--- config.mk ---
export PLATFORM = sky130hd
export DESIGN_NAME = can_ctrl_host_interface
export DESIGN_NICKNAME = d
export VERILOG_FILES = /design/src/rtl/ser_byte_shifter.v /design/src/rtl/can_ctrl_host_interface.v
export VERILOG_INCLUDE_DIRS = /design/src /design/src/rtl
export SDC_FILE = /design/constraint.sdc
export NUM_CORES = 1
export LEC_CHECK = 0
export BUFFER_PORTS_ARGS = -buffer_cell sky130_fd_sc_hd__buf_4
export CAP_MARGIN = 40
export CORE_ASPECT_RATIO = 0.8
export CORE_UTILIZATION = 55
export CTS_BUF_LIST = sky130_fd_sc_hd__clkbuf_4 sky130_fd_sc_hd__clkbuf_8 sky130_fd_sc_hd__clkbuf_16
export DETAILED_ROUTE_END_ITERATION = 8
export GPL_TIMING_DRIVEN = 0
export PLACE_DENSITY = 0.76
export SYNTH_ARGS = -nofsm -noshare
export SYNTH_HDL_FRONTEND = slang
export SYNTH_SLANG_ARGS = --single-unit
--- constraint.sdc ---
create_clock -name mclk -period 7.18 [get_ports mclk]
set_clock_uncertainty 0.15 [all_clocks]
set_input_delay 0.718 -clock mclk [delete_from_list [all_inputs] [get_ports mclk]]
set_output_delay 0.718 -clock mclk [all_outputs]
set_load 0.05 [all_outputs]
--- src/rtl/host_port_map.vh ---
// constants for the host access port of the network controller
`ifndef HOST_PORT_MAP_VH
`define HOST_PORT_MAP_VH

// =====================================================================
// interface select strap codes {if_select_hi, if_select_lo}
`define MODE_SEP_NOLATCH 2'h0
`define MODE_SEP_LATCH 2'h1
`define MODE_MUXED 2'h2
`define MODE_SERIAL 2'h3

// =====================================================================
// synchroniser idle value, msb first:
// cs_n, sel_hi, sel_lo, write_n, read_n, ale, ser_in, sclk, reset_n,
// addr[7:0], bus[7:0]
// idle: deselected, straps 00, strobes high, latch low, reset released
`define SYNC_WIDTH 25
`define SYNC_IDLE 25'h131_0000

// =====================================================================
// interrupt pulse length in oscillator periods
`define INT_PULSE_OSC 32
`define INT_CNT_W 6

// =====================================================================
// serial framing
`define BIT_LAST 3'h7
`define BIT_FIRST 3'h0
`define ADDR_STEP 8'h01
`define BYTE_ZERO 8'h00

`endif

--- src/rtl/ser_byte_shifter.v ---
// serial byte shifter: lsb-first receive on sclk rise, send on sclk fall
`timescale 1ns/100ps
`default_nettype none
`include "host_port_map.vh"

module ser_byte_shifter (
  input wire mclk,
  input wire sys_rst,
  input wire srst,
  input wire active,
  input wire sclk_s,
  input wire ser_in_s,
  input wire load,
  input wire [7:0] load_data,
  output reg [7:0] rx_byte,
  output reg byte_done,
  output reg ser_out_bit
);

  reg sclk_d;
  reg [2:0] bit_cnt;
  reg [7:0] rx_sr;
  reg [7:0] tx_sr;
  wire rise;
  wire fall;

  assign rise = active & sclk_s & ~sclk_d;
  assign fall = active & ~sclk_s & sclk_d;

  // =====================================================================
  // shift engine
  always @(posedge mclk or posedge sys_rst) begin
    if (sys_rst) begin
      sclk_d <= 1'b0;
      bit_cnt <= `BIT_FIRST;
      rx_sr <= `BYTE_ZERO;
      tx_sr <= `BYTE_ZERO;
      rx_byte <= `BYTE_ZERO;
      byte_done <= 1'b0;
      ser_out_bit <= 1'b0;
    end else if (srst) begin
      sclk_d <= 1'b0;
      bit_cnt <= `BIT_FIRST;
      rx_sr <= `BYTE_ZERO;
      tx_sr <= `BYTE_ZERO;
      rx_byte <= `BYTE_ZERO;
      byte_done <= 1'b0;
      ser_out_bit <= 1'b0;
    end else begin
      sclk_d <= sclk_s;
      byte_done <= 1'b0;
      if (!active) begin
        bit_cnt <= `BIT_FIRST;
      end else if (rise) begin
        rx_sr <= {ser_in_s, rx_sr[7:1]};
        bit_cnt <= bit_cnt + 3'h1;
        if (bit_cnt == `BIT_LAST) begin
          rx_byte <= {ser_in_s, rx_sr[7:1]};
          byte_done <= 1'b1;
        end
      end else if (fall) begin
        ser_out_bit <= tx_sr[bit_cnt];
      end
      if (load) begin
        tx_sr <= load_data;
        ser_out_bit <= load_data[0];
      end
    end
  end

endmodule // ser_byte_shifter

`default_nettype wire

--- src/rtl/can_ctrl_host_interface.v ---
// host access port: parallel or serial host bus to internal memory port
`timescale 1ns/100ps
`default_nettype none
`include "host_port_map.vh"

// Contract
// host pins act only while chip select is low and are ignored otherwise.
// two strap inputs pick separate, latched separate, muxed or serial bus.
// with the latch mode in use the address is captured while the latch is high.
// in parallel mode write data is taken while the write strobe is low.
// in parallel mode read data drives the data pins only while read is low.
// muxed mode takes address then data on shared pins, separate uses addr pins.
// the host holds unused address pins steady and data pins low in serial mode.
// a serial transfer is an address byte then data bytes, each lsb first.
// serial input is sampled on shift clock rise, output changes on its fall.
// direction high shifts read data out, low floats output and writes data.
// serial output floats with chip select high and sends lsb first when low.
// ready/wait shows a pending access, low in parallel and high in serial.
// an interrupt drives the interrupt output low for 32 oscillator periods.
// transmit, receive and error events share the one interrupt output.
// the whole port is held in reset while the reset pin is low.
// the host waits for ready/wait to show completion before moving on.
module can_ctrl_host_interface #(
  parameter INT_CYCLES = `INT_PULSE_OSC
) (
  input wire mclk,
  input wire sys_rst,
  input wire reset_n,
  input wire cs_n,
  input wire if_select_hi,
  input wire if_select_lo,
  input wire [7:0] host_addr_in,
  input wire [7:0] host_data_in,
  output reg [7:0] host_data_out,
  output reg host_data_oe,
  input wire par_write_n,
  input wire par_read_n,
  input wire addr_latch_strobe,
  input wire serial_in,
  input wire shift_clk,
  output wire serial_out,
  output reg serial_out_oe,
  output wire ready_wait,
  output reg int_n,
  input wire ev_tx_done,
  input wire ev_rx_done,
  input wire ev_error,
  output reg mem_req,
  output reg mem_we,
  output reg [7:0] mem_addr,
  output reg [7:0] mem_wdata,
  input wire [7:0] mem_rdata,
  input wire mem_ack
);

  localparam [31:0] INT_LOAD_FULL = INT_CYCLES - 1;
  localparam [`INT_CNT_W-1:0] INT_LOAD = INT_LOAD_FULL[`INT_CNT_W-1:0];

  // =====================================================================
  // pin synchronisers
  reg [`SYNC_WIDTH-1:0] sync1;
  reg [`SYNC_WIDTH-1:0] sync2;

  always @(posedge mclk or posedge sys_rst) begin
    if (sys_rst) begin
      sync1 <= `SYNC_IDLE;
      sync2 <= `SYNC_IDLE;
    end else begin
      sync1 <= {cs_n, if_select_hi, if_select_lo, par_write_n, par_read_n,
                addr_latch_strobe, serial_in, shift_clk, reset_n,
                host_addr_in, host_data_in};
      sync2 <= sync1;
    end
  end

  wire cs_n_s = sync2[24];
  wire [1:0] mode_s = sync2[23:22];
  wire wr_n_s = sync2[21];
  wire rd_n_s = sync2[20];
  wire ale_s = sync2[19];
  wire ser_in_s = sync2[18];
  wire sclk_s = sync2[17];
  wire rst_n_s = sync2[16];
  wire [7:0] addr_s = sync2[15:8];
  wire [7:0] bus_s = sync2[7:0];

  wire srst = ~rst_n_s;
  wire cs_act = ~cs_n_s;
  wire ser_mode = (mode_s == `MODE_SERIAL);
  wire par_mode = ~ser_mode;
  wire ser_direction = rd_n_s;

  // =====================================================================
  // parallel strobes and address capture
  reg wr_d;
  reg rd_d;
  reg [7:0] addr_latched;
  wire wr_fall = cs_act & par_mode & wr_d & ~wr_n_s;
  wire rd_fall = cs_act & par_mode & rd_d & ~rd_n_s;
  wire [7:0] par_addr = (mode_s == `MODE_SEP_NOLATCH) ? addr_s
                        : addr_latched;

  always @(posedge mclk or posedge sys_rst) begin
    if (sys_rst) begin
      wr_d <= 1'b1;
      rd_d <= 1'b1;
      addr_latched <= `BYTE_ZERO;
    end else if (srst) begin
      wr_d <= 1'b1;
      rd_d <= 1'b1;
      addr_latched <= `BYTE_ZERO;
    end else begin
      wr_d <= wr_n_s;
      rd_d <= rd_n_s;
      if (cs_act && ale_s) begin
        if (mode_s == `MODE_SEP_LATCH)
          addr_latched <= addr_s;
        else if (mode_s == `MODE_MUXED)
          addr_latched <= bus_s;
      end
    end
  end

  // =====================================================================
  // serial framing
  wire ser_active = cs_act & ser_mode;
  wire [7:0] rx_byte;
  wire byte_done;
  reg first_byte;
  reg [7:0] ser_addr;
  reg tx_load;
  // read data is only valid in the ack cycle, so hold it for the load
  reg [7:0] tx_data;

  ser_byte_shifter u_shift (
    .mclk(mclk),
    .sys_rst(sys_rst),
    .srst(srst),
    .active(ser_active),
    .sclk_s(sclk_s),
    .ser_in_s(ser_in_s),
    .load(tx_load),
    .load_data(tx_data),
    .rx_byte(rx_byte),
    .byte_done(byte_done),
    .ser_out_bit(serial_out)
  );

  // =====================================================================
  // internal access requests
  wire ser_first = byte_done & first_byte;
  wire ser_data = byte_done & ~first_byte;
  wire issue_rd = ~mem_req & (rd_fall | (ser_first & ser_direction)
                  | (ser_data & ser_direction));
  wire issue_wr = ~mem_req & (wr_fall | (ser_data & ~ser_direction));

  always @(posedge mclk or posedge sys_rst) begin
    if (sys_rst) begin
      mem_req <= 1'b0;
      mem_we <= 1'b0;
      mem_addr <= `BYTE_ZERO;
      mem_wdata <= `BYTE_ZERO;
      first_byte <= 1'b1;
      ser_addr <= `BYTE_ZERO;
      tx_load <= 1'b0;
      tx_data <= `BYTE_ZERO;
      host_data_out <= `BYTE_ZERO;
    end else if (srst) begin
      mem_req <= 1'b0;
      mem_we <= 1'b0;
      mem_addr <= `BYTE_ZERO;
      mem_wdata <= `BYTE_ZERO;
      first_byte <= 1'b1;
      ser_addr <= `BYTE_ZERO;
      tx_load <= 1'b0;
      tx_data <= `BYTE_ZERO;
      host_data_out <= `BYTE_ZERO;
    end else begin
      tx_load <= 1'b0;
      if (!ser_active) begin
        first_byte <= 1'b1;
      end else if (ser_first) begin
        first_byte <= 1'b0;
        ser_addr <= ser_direction ? rx_byte + `ADDR_STEP : rx_byte;
      end else if (ser_data) begin
        ser_addr <= ser_addr + `ADDR_STEP;
      end
      if (mem_req && mem_ack) begin
        mem_req <= 1'b0;
        if (!mem_we) begin
          tx_data <= mem_rdata;
          if (ser_mode)
            tx_load <= 1'b1;
          else
            host_data_out <= mem_rdata;
        end
      end else if (issue_wr) begin
        mem_req <= 1'b1;
        mem_we <= 1'b1;
        mem_addr <= ser_mode ? ser_addr : par_addr;
        mem_wdata <= ser_mode ? rx_byte : bus_s;
      end else if (issue_rd) begin
        mem_req <= 1'b1;
        mem_we <= 1'b0;
        mem_addr <= ser_mode ? (ser_first ? rx_byte : ser_addr)
                    : par_addr;
      end
    end
  end

  // =====================================================================
  // pin drivers
  assign ready_wait = ser_mode ? mem_req : ~mem_req;

  always @(posedge mclk or posedge sys_rst) begin
    if (sys_rst) begin
      host_data_oe <= 1'b0;
      serial_out_oe <= 1'b0;
    end else if (srst) begin
      host_data_oe <= 1'b0;
      serial_out_oe <= 1'b0;
    end else begin
      host_data_oe <= cs_act & par_mode & ~rd_n_s;
      serial_out_oe <= ser_active & ser_direction;
    end
  end

  // =====================================================================
  // self-clearing interrupt pulse
  reg [`INT_CNT_W-1:0] int_cnt;
  wire int_event = ev_tx_done | ev_rx_done | ev_error;

  always @(posedge mclk or posedge sys_rst) begin
    if (sys_rst) begin
      int_cnt <= {`INT_CNT_W{1'b0}};
      int_n <= 1'b1;
    end else if (srst) begin
      int_cnt <= {`INT_CNT_W{1'b0}};
      int_n <= 1'b1;
    end else if (int_event) begin
      int_cnt <= INT_LOAD;
      int_n <= 1'b0;
    end else if (int_cnt != {`INT_CNT_W{1'b0}}) begin
      int_cnt <= int_cnt - {{(`INT_CNT_W-1){1'b0}}, 1'b1};
    end else begin
      int_n <= 1'b1;
    end
  end

endmodule // can_ctrl_host_interface

`default_nettype wire

# Word level (Yosys, flattened, before mapping)
# Cells that the tools add are included.
[word_totals]
elab_cells = 178
register_bits = 143
in_bits = 39
[op_classes]
bitwise = 32
reduce_logical = 13
addsub = 4
n_lt_le_gt_ge = 1
eq_ne = 25
muxes = 78
[op_table]
columns = ["cell", "n"]
rows = [
  ["2-to-1 mux 8 bit", 37],
  ["2-to-1 mux 1 bit", 34],
  ["bitwise AND 1 bit", 19],
  ["2-to-1 mux 6 bit", 3],
  ["inequality test 3 x 1 -> 1 bit, second input constant", 6],
  ["adder 8 x 1 -> 8 bit, second input constant", 2],
  ["inequality test 2 x 1 -> 1 bit, second input constant", 7],
  ["AND reduction 2 bit", 6],
  ["2-to-1 mux 3 bit", 3],
  ["AND reduction 3 bit", 3],
  ["inverter 1 bit", 8],
  ["inequality test 2 bit, second input constant", 3],
  ["inequality test 3 x 2 -> 1 bit, second input constant", 2],
  ["inequality test 3 bit, second input constant", 2],
  ["nonzero test 6 bit", 1],
  ["subtractor 6 x 1 -> 6 bit, second input constant", 1],
  ["bitwise OR 1 bit", 5],
  ["equality test 2 bit, second input constant", 2],
  ["< comparator 3 x 4 -> 1 bit, second input constant", 1],
  ["inequality test 4 x 1 -> 1 bit, second input constant", 1],
  ["adder 3 x 1 -> 3 bit, second input constant", 1],
  ["binary-select mux 1 bit (select 3 bit)", 1],
  ["equality test 3 bit, second input constant", 1],
  ["equality test 2 x 1 -> 1 bit, second input constant", 1],
  ["2 further kinds", 3],
]

# Logic depth before layout (Yosys ltp)
[depth]
word_depth = 12
mapped_depth = 8
mapped_depth_nobuf = 6

# Hierarchy
# A second synthesis with hierarchy kept.
[unflattened]
cells_unflattened = 499
area_unflattened_um2 = 5926.9
[modules_own_cells]
columns = ["mod", "cells_each", "seq_area_each_um2", "n_inst", "area_each_um2"]
rows = [
  ["can_ctrl_host_interface", 390, 2842.7, 1, 4683.2],
  ["ser_byte_shifter", 109, 725.7, 1, 1243.7],
]

# Worst setup path after synthesis
# OpenSTA, ideal clock, no wires.
[synth_path]
kind = "register to output"
start = "register sync2[22]"
end = "output port ready_wait"
slack_ps = 4542
path_stages_with_launch = 6
arrival_time_ps = 1770
path_buffers = 3
required_ps = 6312
cell_sequence = "dfrtp_1 buf_6 and2_4 buf_6 buf_2 xnor2_1"
[synth_between]
elab_chain_cells = 2
[synth_lines]
columns = ["item", "line", "source"]
rows = [
  ["start, declared", "can_ctrl_host_interface.v:62", "reg [`SYNC_WIDTH-1:0] sync2;"],
  ["start signal, assigned", "can_ctrl_host_interface.v:67", "sync2 <= `SYNC_IDLE;"],
  ["start signal, assigned", "can_ctrl_host_interface.v:72", "sync2 <= sync1;"],
  ["equality test 2 bit (no line)", "n/a", ""],
  ["2-to-1 mux 1 bit", "can_ctrl_host_interface.v:213", "assign ready_wait = ser_mode ? mem_req : ~mem_req;"],
  ["end, declared", "can_ctrl_host_interface.v:43", "output wire ready_wait,"],
]
# Every way passes these cells.

# Final worst setup path
# Same ends and word-level chain as after synthesis.

==> summary.md <==
| Metric | Value |
|---|---|
| Outcome | finished clean |
| Achievable frequency | 362 MHz |
| Register area share after synthesis | 58.8% |
| CP most frequent cell | buf_6 |
| Most common cell in the netlist | dfrtp_1 |
| Clock root buffer | clkbuf_16 |
| Synth Register Bits | 142 |
| CP top delay family | buffers and inverters |
| Yosys warns | 0 |
| Deepest clock path buffer count | 2 |
| Reg2Reg Setup Slack | 5020 ps |
| H-tree levels | 4 |
| Main synth FF type | dfrtp_1 |
| Row Count | 33 |
| Met1 WL | 6410 um |
| Yosys cell types | 54 |
| Total global-route track usage | 26.5% |
| Die X | 119 um |
| CTS tree | yes |
| Synth Instances | ~540 |
| Detailed-router iteration count before antenna repair | 6 |
| RSZ-0062 raised after global routing | no |
| IO buf count | 69 |
| Routed length on met2 | 6450 um |
| Worst path slowest cell | dfrtp_1 |
| Synth Area in Simple Gates | 14.1% |
| IO Pins | 70 |
| Leak | around 3.3 nW |
| Number of synthesized flops with an enable pin | 0 |
| Crit path buf inv count | 4 |
| Total number of vias | 4485 |
| Relative slew slack | 49.6% |
| Cell Area, Synth | 6070 um2 |
| Area contributors post-synth | dfrtp_1, mux2i_1, dfstp_2, nand2_1, o21ai_0 |
| Setup bufs post-CTS | 0 |
| Endpoints failing setup | 0 |
| Worst Hold Class | in -> async |
| Layout cells sized above 1 | 21.2% |
| CP required | between 6000 and 7000 ps |
| Pwr dens | around 260 nW/um2 |
| Critical Path Start Type | flip-flop |
| Post-synth top area share | a little over half |
| Routed WL | 13900 um |
| Fin. max-slew vios | 0 |
| Synth Area in XOR/XNOR | 2.02% |
| Wire per inst | 17.9 um |
| Crit Path Max Fanout | 10 |
| R2r endpoint | ser_addr[2]$_DFFE_PP0P_ |
| Cell Chain, Critical Path | buf_6 -> and2_4 -> buf_6 -> buf_2 -> xnor2_1 -> buf_4 |
| Initial DRC Count | 318 |
| Post-DRT Antenna Nets | 0 |
| Residual DRC | 0 |
| Async set-reset flop share out of synthesis | 100% |
| Crit share post-route | 38.5% |
| Layout Nets | 669 |
| Combinational family with the most area after synthesis | simple AND/OR/NAND/NOR gates |
| Initial core utilization | 57.9% |
| Final count of hold timing violations | 0 |
| Max_cap viols | 0 |
| Die Height | 96.0 um |
| CP peak stage delay | 360 ps |
| Worst-margin pin slew | 750 ps |
| Fin cells | 776 |
| Uppermost layer routed | met4 |
| R2r worst-path depth | 6 |
| Synth area leader | dfrtp_1 |
| FF-to-FF Start | sync2[24]$_DFF_PP1_ |
| PostCTS Resize Cnt | 0 |
| Final setup TNS | 0 ps |
| Syn-to-layout area delta | 21.4% |
| Post-DR vias/cell | 5.78 |
| WS Path Type | reg -> out |
| Placeable Area | 10500 um2 |
| Mux share of post-synthesis cell area | 7.87% |
| Post-synth top cells | dfrtp_1, nand2_1, mux2i_1 |
| Number of diodes | 0 |
| Die area | 11500 um2 |
| Placed Cells | 745 |
| Routed length on met3 | between 700 and 800 um |
| Critical Path End Type | primary output |
| Worst Path Arrival | about 1900 ps |
| CTS clk-pin slew, worst paths | 60 ps |
| Clock tree sinks | 142 |
| Minimum clock period | 2760 ps |
| Compound-Gate Fraction of Synth Area | between 10% and 20% |
| First-pass GRT wire length | 22500 um |
| Hold-fix buffer count after cts | 0 |
| Initial antenna violation count | 0 |
| Avg Inst Size Synth | 11.3 um2 |
| Clock latency on the worst-skew pair | 420 ps |
| Gpl congestion | 0.843 |
| Net Count, Synth | 580 |
| Vias in the first global route | 4375 |
| Pin count of the biggest net entering global routing | 85 |
| Synth Area in Adders | 1.24% |
| Detailed Place HPWL | between 9000 and 10000 um |
| CTS buffer count | 17 |
| Grt total ovfl | 0 |
| Maximum vdd drop | 0.181 mV |
==> sequential cells by signal, indices dropped and copies added (netlist names), 3 cells and up <==
register / flops
sync1: 25
sync2: 25
addr_latched: 8
host_data_out: 8
mem_addr: 8
mem_wdata: 8
ser_addr: 8
tx_data: 8
u_shift.rx_byte: 8
u_shift.tx_sr: 8
u_shift.rx_sr: 7
int_cnt: 6
u_shift.bit_cnt: 3
==> per-stage QoR <==
stage / utilization (%) / area [um2] / worst slack [ps] / power [W] / hold WS, ps
CTS: 70.3 / 7370 / 4410 / 0.00189 / 199
finish: 70.3 / 7370 / 4420 / 0.00189 / 197
global route: 70.3 / 7370 / 4360 / 0.00195 / 204
detailed placement: 64.8 / 6800 / 4870 / 0.00105 / 186
global placement: 64.5 / 6760 / 1200 / 0.00104 / 182
floorplan: - / 6070 / 2520 / 0.000978 / 181
==> logic make-up after synthesis <==
family                   Yosys count
multiplexers                      44
flip-flops                       142
XOR/XNOR                          14
AO/OA/AOI/OAI                    118
adder cells (fa/ha/maj)            6
AND/OR/NAND/NOR                  172
buffers and inverters             39
==> cell usage in the layout (no fill, tap or decap), types with 5 or more instances in the layout <==
cell type / n
buf_4: 71
inv_1: 7
dfstp_2: 12
mux2i_1: 38
dfrtp_1: 130
ha_1: 6
nor3_1: 10
a21oi_1: 16
xnor2_1: 9
nor2b_1: 17
nand2_1: 69
xor2_1: 5
clkbuf_16: 17
o21ai_0: 36
and2_1: 11
nand3_1: 27
a21boi_0: 21
nand2b_1: 11
nor2_1: 11
o221ai_1: 7
o211ai_1: 13
buf_2: 5
clkbuf_1: 19
o2bb2ai_1: 8
==> cell type report <==
type	instances	area [um2]
flip-flops and latches	142	3570
repair buffers	70	546
clock inverters	13	143
clock buffers	18	433
plain buffers	31	145
fillers	774	3120
inverters	8	35.0
well taps	140	175
multi-input cells	354	2330
==> routing by layer <==
layer | vias up | GRT usage [%]
met3 | 24 | 5.92
met4 | 0 | 10.0
met5 | - | 0
met2 | 147 | 41.0
met1 | 2260 | 36.9
li1 | 2054 | -
==> worst max path at each step <==
stage | start | endpoint | slack, ps | depth (start not counted)
after global routing | sync2[22]$_DFF_PP0_ | ready_wait | 4360 | 6
after global placement | sys_rst | ser_addr[3]$_DFFE_PP0P_ | 1200 | 2
after floorplan | sys_rst | addr_latched[0]$_DFFE_PP0P_ | 2520 | 1
after detailed placement | sync2[22]$_DFF_PP0_ | ready_wait | 4870 | 6
after CTS | sync2[22]$_DFF_PP0_ | ready_wait | 4410 | 6
final | sync2[22]$_DFF_PP0_ | ready_wait | 4420 | 6
==> report_power, final <==
| group | leakage, nW | internal (W) | switching, W |
|---|---|---|---|
| Combinational | 1.23 | 0.0000642 | 0.000115 |
| Sequential | 1.82 | 0.000834 | 0.0000202 |
| Clock | 0.285 | 0.000515 | 0.000339 |
No activity file was read; power rests on OpenSTA's default activity.
